**src/verilog/icd_pkg.sv**
```systemverilog
package icd_pkg;
    // ==========================================
    // Register indices; byte address is four times the index
    localparam logic [7:0] IDX_CTRL = 8'h18;
    localparam logic [7:0] IDX_SR1 = 8'h19;
    localparam logic [7:0] IDX_SR2 = 8'h1A;
    localparam logic [7:0] IDX_CLK = 8'h1B;
    localparam logic [7:0] IDX_OAL = 8'h1C;
    localparam logic [7:0] IDX_OAH = 8'h1D;
    localparam logic [7:0] IDX_DATA = 8'h1E;
    localparam logic [7:0] IDX_IRQ_STAT = 8'h1F;
    localparam logic [7:0] IDX_IRQ_MASK = 8'h20;
    localparam logic [7:0] IDX_AUX = 8'h21;
    // ==========================================
    // Control register fields
    localparam int CR_PE = 5;
    localparam int CR_GENERAL_CALL_ENABLE = 4;
    localparam int CR_ACK = 2;
    localparam int CR_ITE = 0;
    localparam logic [7:0] CTRL_WMASK = 8'h3F;
    // Own address high / frequency register
    localparam logic [7:0] OAH_RESET = 8'h40;
    localparam logic [7:0] OAH_ADDR_MASK = 8'h06;
    localparam logic [7:0] OAH_FR_MASK = 8'hC0;
    localparam logic [7:0] OAL_NEVER = 8'h01;
    localparam logic [4:0] HDR_TEN_BIT = 5'h1E;
    localparam int AUX_TEN_BIT = 0;
    // Interrupt event bit positions
    localparam int EV_BTF = 0;
    localparam int EV_ADDRESS_MATCHED_FLAG = 1;
    localparam int EV_AF = 2;
    localparam int EV_STOPF = 3;
    localparam int EV_BERR = 4;
    localparam int EV_W = 5;
    // ==========================================
    // Timing: bus hold delays in divider ticks, per frequency code
    localparam int CLK_MHZ = 125;
    localparam logic [1:0] FR_BELOW_6MHZ = 2'h0;
    localparam logic [3:0] HOLD_TICKS_SLOW = 4'h1;
    localparam logic [3:0] HOLD_TICKS_FAST = 4'h2;
    localparam logic [3:0] BITS_PER_BYTE = 4'h8;
    localparam logic [3:0] ACK_BIT = 4'h9;
    // ==========================================
    typedef enum logic [2:0] {
        ST_IDLE = 3'b000,
        ST_ADDR = 3'b001,
        ST_ADDR2 = 3'b010,
        ST_XFER = 3'b011,
        ST_SKIP = 3'b100
    } icd_state_e;

    typedef struct packed {
        logic scl;
        logic sda;
    } icd_pins_s;
endpackage

```
**src/verilog/icd_core.sv**
```systemverilog
// Functional notes
// - Clock control bit 7 picks standard or fast speed; disable keeps it.
// - Seven-bit divider field sets the hold-delay tick rate per speed mode.
// - Divider, own address bits and high address bits survive disable.
// - Writing the data register starts shifting a byte out as transmitter.
// - First received byte lands in data register after address phase.
// - Later bytes are received only after software reads the previous.
// - Seven-bit mode uses own address low bits 7..1 as slave address.
// - Seven-bit match ignores own address bit 0; either direction bit is acknowledged.
// - Own address value 01h never answers on the bus in seven-bit mode.
// - Ten-bit mode takes address bits 7..0 from own address low.
// - Ten-bit mode takes address bits 9..8 from high register bits 2..1.
// - Bus hold delays are timed from the frequency code.
// - High register resets to 40h; reserved bits read as zero.
// - Byte-done clears on status 1 read then data register access.
// - Serial clock is held low while byte-done is set.
// - Address match flag sets on own address or enabled general call.
//
// The APB register port was decided locally.
`timescale 1ns/1ps
`default_nettype none
module icd_core
    import icd_pkg::*;
(
    // APB slave
    input wire logic pclk,
    input wire logic presetn,
    input wire logic psel,
    input wire logic penable,
    input wire logic pwrite,
    input wire logic [11:0] paddr,
    input wire logic [31:0] pwdata,
    output logic [31:0] prdata,
    output logic pready,
    output logic pslverr,
    // Two-wire bus pins
    input wire icd_pins_s pin_i,
    output icd_pins_s pin_o,
    output icd_pins_s pin_oe,
    // Interrupt
    output logic irq
);
    // ==========================================
    // Registers
    logic [7:0] ctrl_reg, clk_reg, oal_reg, oah_reg, data_reg, aux_reg;
    logic [EV_W-1:0] irq_stat_reg, irq_mask_reg, ev_prev_reg;
    logic [31:0] prdata_reg;
    logic pready_reg, pslverr_reg, irq_reg;
    icd_state_e state_reg;
    logic [3:0] bit_cnt_reg, hold_cnt_reg;
    logic [7:0] shift_reg;
    logic [8:0] div_cnt_reg;
    logic tra_reg, btf_reg, address_matched_flag_reg, af_reg, stopf_reg, berr_reg;
    logic gcal_reg, busy_reg, sr1_seen_reg, nack_reg, addressed_reg;
    logic pend_low_reg, sda_oe_reg, scl_oe_reg;
    icd_pins_s sync1_reg, sync2_reg, prev_reg;

    // ==========================================
    // Bus decode
    logic [7:0] idx;
    logic setup_ph, acc_ph, wr_acc, rd_acc, mapped, pe;
    logic [7:0] sr1, sr2, rd_byte;
    logic [EV_W-1:0] ev_now;
    assign idx = paddr[9:2];
    assign mapped = (paddr[1:0] == 2'h0) && (paddr[11:10] == 2'h0) &&
        (idx >= IDX_CTRL) && (idx <= IDX_AUX);
    assign setup_ph = psel && !penable;
    assign acc_ph = psel && penable && pready_reg;
    assign wr_acc = acc_ph && pwrite && mapped;
    assign rd_acc = acc_ph && !pwrite && mapped;
    assign pe = ctrl_reg[CR_PE];
    assign sr1 = {(btf_reg | address_matched_flag_reg | af_reg | stopf_reg | berr_reg),
        1'b0, tra_reg, busy_reg, btf_reg, address_matched_flag_reg, 2'b00};
    assign sr2 = {3'b000, af_reg, stopf_reg, 1'b0, berr_reg, gcal_reg};
    assign ev_now = {berr_reg, stopf_reg, af_reg, address_matched_flag_reg, btf_reg};

    // Read mux
    always_comb begin
        case (idx)
            IDX_CTRL: rd_byte = ctrl_reg;
            IDX_SR1: rd_byte = sr1;
            IDX_SR2: rd_byte = sr2;
            IDX_CLK: rd_byte = clk_reg;
            IDX_OAL: rd_byte = oal_reg;
            IDX_OAH: rd_byte = oah_reg;
            IDX_DATA: rd_byte = data_reg;
            IDX_IRQ_STAT: rd_byte = {3'b000, irq_stat_reg};
            IDX_IRQ_MASK: rd_byte = {3'b000, irq_mask_reg};
            IDX_AUX: rd_byte = aux_reg;
            default: rd_byte = 8'h00;
        endcase
    end

    // Answer is latched in setup so the access phase ends in one cycle
    always_ff @(posedge pclk or negedge presetn) begin
        if (!presetn) begin
            prdata_reg <= 32'h0000_0000;
            pslverr_reg <= 1'b0;
            pready_reg <= 1'b0;
        end else begin
            pready_reg <= 1'b1;
            if (setup_ph) begin
                prdata_reg <= (mapped && !pwrite) ? {24'h000000, rd_byte}
                                                  : 32'h0000_0000;
                pslverr_reg <= !mapped;
            end
        end
    end

    // ==========================================
    // Software registers; disable clears none of these
    always_ff @(posedge pclk or negedge presetn) begin
        if (!presetn) begin
            ctrl_reg <= 8'h00;
            clk_reg <= 8'h00;
            oal_reg <= 8'h00;
            oah_reg <= OAH_RESET;
            aux_reg <= 8'h00;
            irq_mask_reg <= '0;
        end else if (wr_acc) begin
            case (idx)
                IDX_CTRL: ctrl_reg <= pwdata[7:0] & CTRL_WMASK;
                IDX_CLK: clk_reg <= pwdata[7:0];
                IDX_OAL: oal_reg <= pwdata[7:0];
                IDX_OAH: begin
                    // Frequency only moves while disabled
                    oah_reg <= (pwdata[7:0] & OAH_ADDR_MASK) |
                        (pe ? (oah_reg & OAH_FR_MASK)
                            : (pwdata[7:0] & OAH_FR_MASK));
                end
                IDX_IRQ_MASK: irq_mask_reg <= pwdata[EV_W-1:0];
                IDX_AUX: aux_reg <= {7'h00, pwdata[AUX_TEN_BIT]};
                default: ;
            endcase
        end
    end

    // ==========================================
    // Interrupt: flag rise sets sticky status, write one clears, set wins
    always_ff @(posedge pclk or negedge presetn) begin
        if (!presetn) begin
            irq_stat_reg <= '0;
            ev_prev_reg <= '0;
            irq_reg <= 1'b0;
        end else begin
            ev_prev_reg <= ev_now;
            irq_stat_reg <= (irq_stat_reg &
                ~((wr_acc && idx == IDX_IRQ_STAT) ? pwdata[EV_W-1:0] : '0))
                | (ev_now & ~ev_prev_reg);
            irq_reg <= ctrl_reg[CR_ITE] && |(irq_stat_reg & irq_mask_reg);
        end
    end

    // ==========================================
    // Pin synchronisers and edge detection on the second stage
    logic scl_rise, scl_fall, start_c, stop_c;
    always_ff @(posedge pclk or negedge presetn) begin
        if (!presetn) begin
            sync1_reg <= '1;
            sync2_reg <= '1;
            prev_reg <= '1;
        end else begin
            sync1_reg <= pin_i;
            sync2_reg <= sync1_reg;
            prev_reg <= sync2_reg;
        end
    end
    assign scl_rise = sync2_reg.scl && !prev_reg.scl;
    assign scl_fall = !sync2_reg.scl && prev_reg.scl;
    assign start_c = sync2_reg.scl && prev_reg.scl &&
        prev_reg.sda && !sync2_reg.sda;
    assign stop_c = sync2_reg.scl && prev_reg.scl &&
        !prev_reg.sda && sync2_reg.sda;

    // ==========================================
    // Divider tick: fast mode counts the field, standard four times it
    logic [8:0] div_limit;
    logic tick;
    logic [3:0] hold_ticks;
    assign div_limit = clk_reg[7] ? {2'b00, clk_reg[6:0]}
                                  : {clk_reg[6:0], 2'b00};
    assign tick = (div_cnt_reg >= div_limit);
    assign hold_ticks = (oah_reg[7:6] == FR_BELOW_6MHZ) ? HOLD_TICKS_SLOW
                                                       : HOLD_TICKS_FAST;
    always_ff @(posedge pclk or negedge presetn) begin
        if (!presetn) begin
            div_cnt_reg <= 9'h000;
        end else begin
            div_cnt_reg <= tick ? 9'h000 : div_cnt_reg + 9'h001;
        end
    end

    // ==========================================
    // Address comparison
    logic match7, gcall, hdr_match, match_any;
    assign match7 = (shift_reg[7:1] == oal_reg[7:1]) &&
        (oal_reg != OAL_NEVER);
    assign gcall = (shift_reg == 8'h00) && ctrl_reg[CR_GENERAL_CALL_ENABLE];
    assign hdr_match = (shift_reg[7:3] == HDR_TEN_BIT) &&
        (shift_reg[2:1] == oah_reg[2:1]);
    assign match_any = gcall ||
        (aux_reg[AUX_TEN_BIT] ? hdr_match : match7);

    // Byte-done clear needs status 1 read, then the right data access
    logic dr_wr, dr_rd, btf_clr;
    assign dr_wr = wr_acc && idx == IDX_DATA;
    assign dr_rd = rd_acc && idx == IDX_DATA;
    assign btf_clr = sr1_seen_reg && (tra_reg ? dr_wr : dr_rd);

    // ==========================================
    // Slave protocol engine
    always_ff @(posedge pclk or negedge presetn) begin
        if (!presetn) begin
            state_reg <= ST_IDLE;
            bit_cnt_reg <= 4'h0;
            shift_reg <= 8'h00;
            data_reg <= 8'h00;
            tra_reg <= 1'b0;
            btf_reg <= 1'b0;
            address_matched_flag_reg <= 1'b0;
            af_reg <= 1'b0;
            stopf_reg <= 1'b0;
            berr_reg <= 1'b0;
            gcal_reg <= 1'b0;
            busy_reg <= 1'b0;
            sr1_seen_reg <= 1'b0;
            nack_reg <= 1'b0;
            addressed_reg <= 1'b0;
            pend_low_reg <= 1'b0;
            hold_cnt_reg <= 4'h0;
        end else if (!pe) begin
            // Disable drops flags; busy is simply not tracked
            state_reg <= ST_IDLE;
            tra_reg <= 1'b0;
            btf_reg <= 1'b0;
            address_matched_flag_reg <= 1'b0;
            af_reg <= 1'b0;
            stopf_reg <= 1'b0;
            berr_reg <= 1'b0;
            gcal_reg <= 1'b0;
            sr1_seen_reg <= 1'b0;
            addressed_reg <= 1'b0;
            pend_low_reg <= 1'b0;
            hold_cnt_reg <= 4'h0;
            if (dr_wr) begin
                data_reg <= pwdata[7:0];
            end
        end else begin
            if (hold_cnt_reg != 4'h0 && tick) begin
                hold_cnt_reg <= hold_cnt_reg - 4'h1;
            end
            // Status 1 read arms byte-done clear and drops address match
            if (rd_acc && idx == IDX_SR1) begin
                sr1_seen_reg <= btf_reg;
                address_matched_flag_reg <= 1'b0;
            end
            if (rd_acc && idx == IDX_SR2) begin
                af_reg <= 1'b0;
                stopf_reg <= 1'b0;
                berr_reg <= 1'b0;
            end
            if (btf_clr) begin
                btf_reg <= 1'b0;
                sr1_seen_reg <= 1'b0;
            end
            if (dr_wr) begin
                data_reg <= pwdata[7:0];
                if (tra_reg && state_reg == ST_XFER) begin
                    // Load and present the first bit under stretch
                    shift_reg <= pwdata[7:0];
                    pend_low_reg <= !pwdata[7];
                    hold_cnt_reg <= hold_ticks;
                end
            end
            if (start_c || stop_c) begin
                busy_reg <= start_c;
                // One high clock before it is the normal stop or restart
                if (bit_cnt_reg > 4'h1 && bit_cnt_reg < BITS_PER_BYTE) begin
                    berr_reg <= 1'b1;
                end
                if (stop_c && addressed_reg) begin
                    stopf_reg <= 1'b1;
                end
                if (stop_c) begin
                    gcal_reg <= 1'b0;
                    addressed_reg <= 1'b0;
                end
                state_reg <= start_c ? ST_ADDR : ST_IDLE;
                bit_cnt_reg <= 4'h0;
                pend_low_reg <= 1'b0;
                hold_cnt_reg <= 4'h0;
            end else if (state_reg != ST_IDLE && state_reg != ST_SKIP) begin
                if (scl_rise) begin
                    if (bit_cnt_reg < BITS_PER_BYTE) begin
                        shift_reg <= {shift_reg[6:0], sync2_reg.sda};
                    end else begin
                        nack_reg <= sync2_reg.sda;
                    end
                    bit_cnt_reg <= bit_cnt_reg + 4'h1;
                end else if (scl_fall) begin
                    hold_cnt_reg <= hold_ticks;
                    if (bit_cnt_reg < BITS_PER_BYTE) begin
                        pend_low_reg <= tra_reg && state_reg == ST_XFER &&
                            !shift_reg[7];
                    end else if (bit_cnt_reg == BITS_PER_BYTE) begin
                        // Acknowledge slot
                        case (state_reg)
                            ST_ADDR: begin
                                pend_low_reg <= match_any;
                                if (!match_any) begin
                                    state_reg <= ST_SKIP;
                                end
                            end
                            ST_ADDR2: begin
                                // Low eight address bits
                                pend_low_reg <= (shift_reg == oal_reg);
                                if (shift_reg != oal_reg) begin
                                    state_reg <= ST_SKIP;
                                end
                            end
                            default: begin
                                if (!tra_reg) begin
                                    data_reg <= shift_reg;
                                    pend_low_reg <= ctrl_reg[CR_ACK];
                                end else begin
                                    pend_low_reg <= 1'b0;
                                end
                            end
                        endcase
                    end else if (bit_cnt_reg == ACK_BIT) begin
                        bit_cnt_reg <= 4'h0;
                        pend_low_reg <= 1'b0;
                        case (state_reg)
                            ST_ADDR: begin
                                if (aux_reg[AUX_TEN_BIT] && !gcall &&
                                    !shift_reg[0]) begin
                                    state_reg <= ST_ADDR2;
                                end else begin
                                    address_matched_flag_reg <= 1'b1;
                                    addressed_reg <= 1'b1;
                                    gcal_reg <= gcall;
                                    tra_reg <= shift_reg[0];
                                    btf_reg <= shift_reg[0];
                                    state_reg <= ST_XFER;
                                end
                            end
                            ST_ADDR2: begin
                                address_matched_flag_reg <= 1'b1;
                                addressed_reg <= 1'b1;
                                tra_reg <= 1'b0;
                                state_reg <= ST_XFER;
                            end
                            default: begin
                                if (tra_reg && nack_reg) begin
                                    af_reg <= 1'b1;
                                    state_reg <= ST_SKIP;
                                end else if (!tra_reg && !ctrl_reg[CR_ACK]) begin
                                    state_reg <= ST_SKIP;
                                end else begin
                                    // Stretch until software services it
                                    btf_reg <= 1'b1;
                                end
                            end
                        endcase
                    end
                end
            end
        end
    end

    // ==========================================
    // Open-drain drivers; data waits out the hold delay except on disable, start or stop
    always_ff @(posedge pclk or negedge presetn) begin
        if (!presetn) begin
            sda_oe_reg <= 1'b0;
            scl_oe_reg <= 1'b0;
        end else begin
            if (!pe) begin
                sda_oe_reg <= 1'b0;
            end else if (hold_cnt_reg == 4'h0) begin
                sda_oe_reg <= pend_low_reg;
            end
            scl_oe_reg <= pe && (btf_reg || address_matched_flag_reg);
        end
    end

    assign prdata = prdata_reg;
    assign pready = pready_reg;
    assign pslverr = pslverr_reg;
    assign irq = irq_reg;
    assign pin_o = '0;
    assign pin_oe = '{scl: scl_oe_reg, sda: sda_oe_reg};
endmodule
`default_nettype wire

```
**config.mk**
```make
export PLATFORM = sky130hd
export DESIGN_NAME = icd_core
export DESIGN_NICKNAME = d
export VERILOG_FILES = /design/src/verilog/icd_pkg.sv /design/src/verilog/icd_core.sv
export SDC_FILE = /design/constraint.sdc
export NUM_CORES = 1
export LEC_CHECK = 0
export BUFFER_PORTS_ARGS = -buffer_cell sky130_fd_sc_hd__buf_2
export CORE_UTILIZATION = 58
export CTS_CLUSTER_SIZE = 28
export DETAILED_ROUTE_END_ITERATION = 6
export HOLD_SLACK_MARGIN = 0.06
export PLACE_DENSITY_LB_ADDON = 0.15
export SLEW_MARGIN = 20
export SYNTH_ARGS = -nofsm -noshare
export SYNTH_HDL_FRONTEND = slang
export SYNTH_SLANG_ARGS = --single-unit
```
**constraint.sdc**
```tcl
create_clock -name pclk -period 3 [get_ports pclk]
set_input_delay 0 -clock pclk [delete_from_list [all_inputs] [get_ports pclk]]
set_output_delay 0 -clock pclk [all_outputs]
set_load 0.01 [all_outputs]
```
==> summary.md <==
## Global routing
* 71 — largest net degree at the start of global routing
* 0 — aggregate global routing overflow
* 0.0437 — M3 GR Usage
* 0 — antenna violations before repair
* 0.410 — GR met1 Demand/Resource
* 24300 um — global-route wire length before repair
* met2 — most used routing layer
* 4577 — number of global-route vias before repair
* 0.286 — Overall Global Routing Usage
* 0.439 — global routing usage on met2

## Synthesis
* 0.416 — fraction of post-synthesis cell area in the top cell type by area
* 0 — count of flip-flops with a built-in enable after synthesis
* 0 — total of warnings raised by yosys
* dfrtp_1 — Top FF cell, synth
* 109 — Yosys reg bits
* 10.0 um2 — mean instance size in the synthesized netlist
* 1.00 — Async SR Flop Fraction
* dfrtp_1, mux2_2, nand2_1, buf_4, ha_1 — top post-synthesis cells by area
* 0.446 — share of synthesized area occupied by flip-flops and latches
* 69 — Unique masters post-synth
* 613 — count of mapped cells out of synthesis
* dfrtp_1 — cell taking the most area after synthesis
* 0.00614 mm2 — cell area after synthesis

## Cells and area
* dfrtp_1, nand2_1, nor2_1 — leading cell types in the layout, fill and taps excluded
* 0 — diode insertion count for antenna repair
* 0.181 — fraction of layout cells with a size suffix above 1
* dfrtp_1 — most frequent standard cell in the layout excluding fill and tap cells
* 9 — number of flip-flops in the largest register
* 0.648 — final core area utilization
* 726 — net count of the finished layout
* 0.00666 mm2 — post-layout instance area
* 8.48% — area growth from synthesis to layout

## Place
* 11100 um — estimated wirelength of the detail-placed design
* 0.567 ns — pre-CTS setup slack
* 39 — number of port buffers
* 0.00635 mm2 — cell area after placement
* 0.929 — Placer Congestion

## Detailed routing
* 15000 um — total detailed-routing wirelength
* 4829 — number of vias after detailed routing
* 0 — DRC viols
* 0 — ANT nets after route
* 6.04 — number of vias per cell after detailed routing
* 18.8 um — wire length per cell
* 334 — Starting DRT DRC Count
* 6 — DR pass1 iterations

## Worst setup path
* or4_1 > or3_1 > o31a_1 > a211oi_1 > nor2_1 > o211a_1 — ordered list of cells on the worst path
* register — CP startpoint kind
* 0.55 ns — Slowest Stage Delay on Critical Path
* 6 — cells on worst reg2reg path
* 6 — maximum net fanout on the critical path
* 2.75 ns — Arrival @ worst endpoint
* register to register — category of the critical setup timing path
* 3.28 ns — worst path required time
* register — Crit. End Element
* 0.53 ns — R2R Setup Slk
* or4_1 — Max stage delay cell, worst path
* state_reg[2] — end of the worst register-to-register path
* shift_reg[2] — source of the worst register-to-register timing path

## Power and ir drop
* 3.10 nW — static leakage
* 380 mW/mm2 — P per Cell Area
* 0.303 mV — worst vdd ir

## Clock network
* 109 — TritonCTS Sinks
* 0.10 ns — clk slew on worst S/H paths
* clkbuf_8 — clock root cell
* 0.38 ns — Clock Latency Late Sink
* 0 — number of setup buffers added after CTS
* 9 — CTS Buf Count
* yes — TritonCTS clock tree
* 2 — number of buffers on the longest clock path
* 3 — count of H-tree levels built during CTS

## Timing
* 0.822 — final clock period utilization by the worst path
* false — unrepaired setup endpoints after global routing
* 0.905 ns — actual transition at the worst max-transition pin
* 405 MHz — maximum operating frequency
* 0.397 — tightest slew margin relative to the limit
* 0 ns — setup TNS
* 0.0123 ns — Worst Skew
* 0 — max-slew violations
* 0 — total setup violations reported at the end of the flow
* 0.533 ns — fin worst setup slack
* 2.47 ns — time the final worst path needs with I/O delays and setup
* 0.141 ns — Worst Hold Slack
* 0 — number of hold violations in the final report

## Worst hold path
* input pin to register — class of the worst hold path
* pwrite — worst min-delay path startpoint
* prdata[4] — end point of the most critical hold path
* 3 — number of stages on the worst hold path

## Die
* 37 — count of standard-cell rows
* 105 um — die width
* 0.0103 mm2 — core outline area
* 90 — ports placed on the boundary
* 105 um — height of the die
* 0.597 — Starting Density
* 0.0110 mm2 — area of the die

## Job
* 0 — max-cap violation count

## Status
* complete, no violations — outcome

[cell usage after synthesis (7+ instances only)]
master,count
nand2_1,64
xnor2_1,8
clkbuf_1,16
nor2b_1,12
a22o_1,18
ha_1,17
a21oi_1,31
xor2_1,13
nor2_1,47
nor3_1,9
nand2b_1,7
mux2_2,38
mux2i_1,20
dfstp_2,7
inv_1,17
o21ai_0,27
dfrtp_1,102
nand3_1,26
buf_4,29
[cells by family after synthesis]
family	share of synthesized area
xor gates and xnor gates	0.0300
other	0.00122
DFF	0.446
muxes	0.110
and+or+nand+nor	0.179
buffers and inverters	0.0616
adders and majority gates	0.0347
AOI/OAI and AO/OA	0.138
[area by class of cell]
type / instances / area (um2)
flip-flops and latches: 109 / 2740
multi-input cells: 462 / 3120
well taps: 136 / 170
repair buffers: 59 / 375
fillers: 860 / 3620
clock inverters: 3 / 46.3
clock buffers: 13 / 149
inverters: 17 / 63.8
[layer usage]
layer	wire [um]	part of all wire
met4	500	0.033
met1	6860	0.46
met3	865	0.058
met2	6810	0.45
met5	0	0
[how the worst max path moves through the flow]
stage	start	end	slack, ns	cells after the start
after floorplan	clk_reg[7]	hold_cnt_reg[1]	0.76	8
after global placement	shift_reg[2]	state_reg[2]	0.59	6
after detailed placement	shift_reg[2]	state_reg[2]	0.57	6
after CTS	clk_reg[7]	hold_cnt_reg[3]	0.54	8
after global routing	clk_reg[7]	hold_cnt_reg[3]	0.26	8
final	shift_reg[2]	state_reg[2]	0.53	6
[critical path: cells and delay by family (launching register included)]
family | cells | cell delay (ns)
DFF | 1 | 0.48
and+or+nand+nor | 3 | 1.06
AOI/OAI and AO/OA | 3 | 0.83
[metrics by stage]
| stage | instances | total power (W) |
|---|---|---|
| 3_3_place_gp | 772 | 0.00165 |
| 5_1_grt | 799 | 0.00262 |
| 2_1_floorplan | 638 | 0.00160 |
| 4_1_cts | 799 | 0.00254 |
| 3_5_place_dp | 772 | 0.00165 |
| 6_report | 799 | 0.00253 |
[report_power, final]
part / total, W / leakage, nW / internal, W / switching [W]
clock network: 0.000896 / 0.0938 / 0.000412 / 0.000484
registers: 0.00148 / 1.45 / 0.00148 / 0.00000413
logic: 0.000152 / 1.55 / 0.0000441 / 0.000108
total: 0.00253 / 3.10 / 0.00193 / 0.000596
[repair_timing]
action / CTS / global route
gates resized for setup: 0 / 0
endpoints found under the hold margin: 107 / 0
hold buffers: 11 / 0
Note: power is estimated with default switching activity, not from simulation.
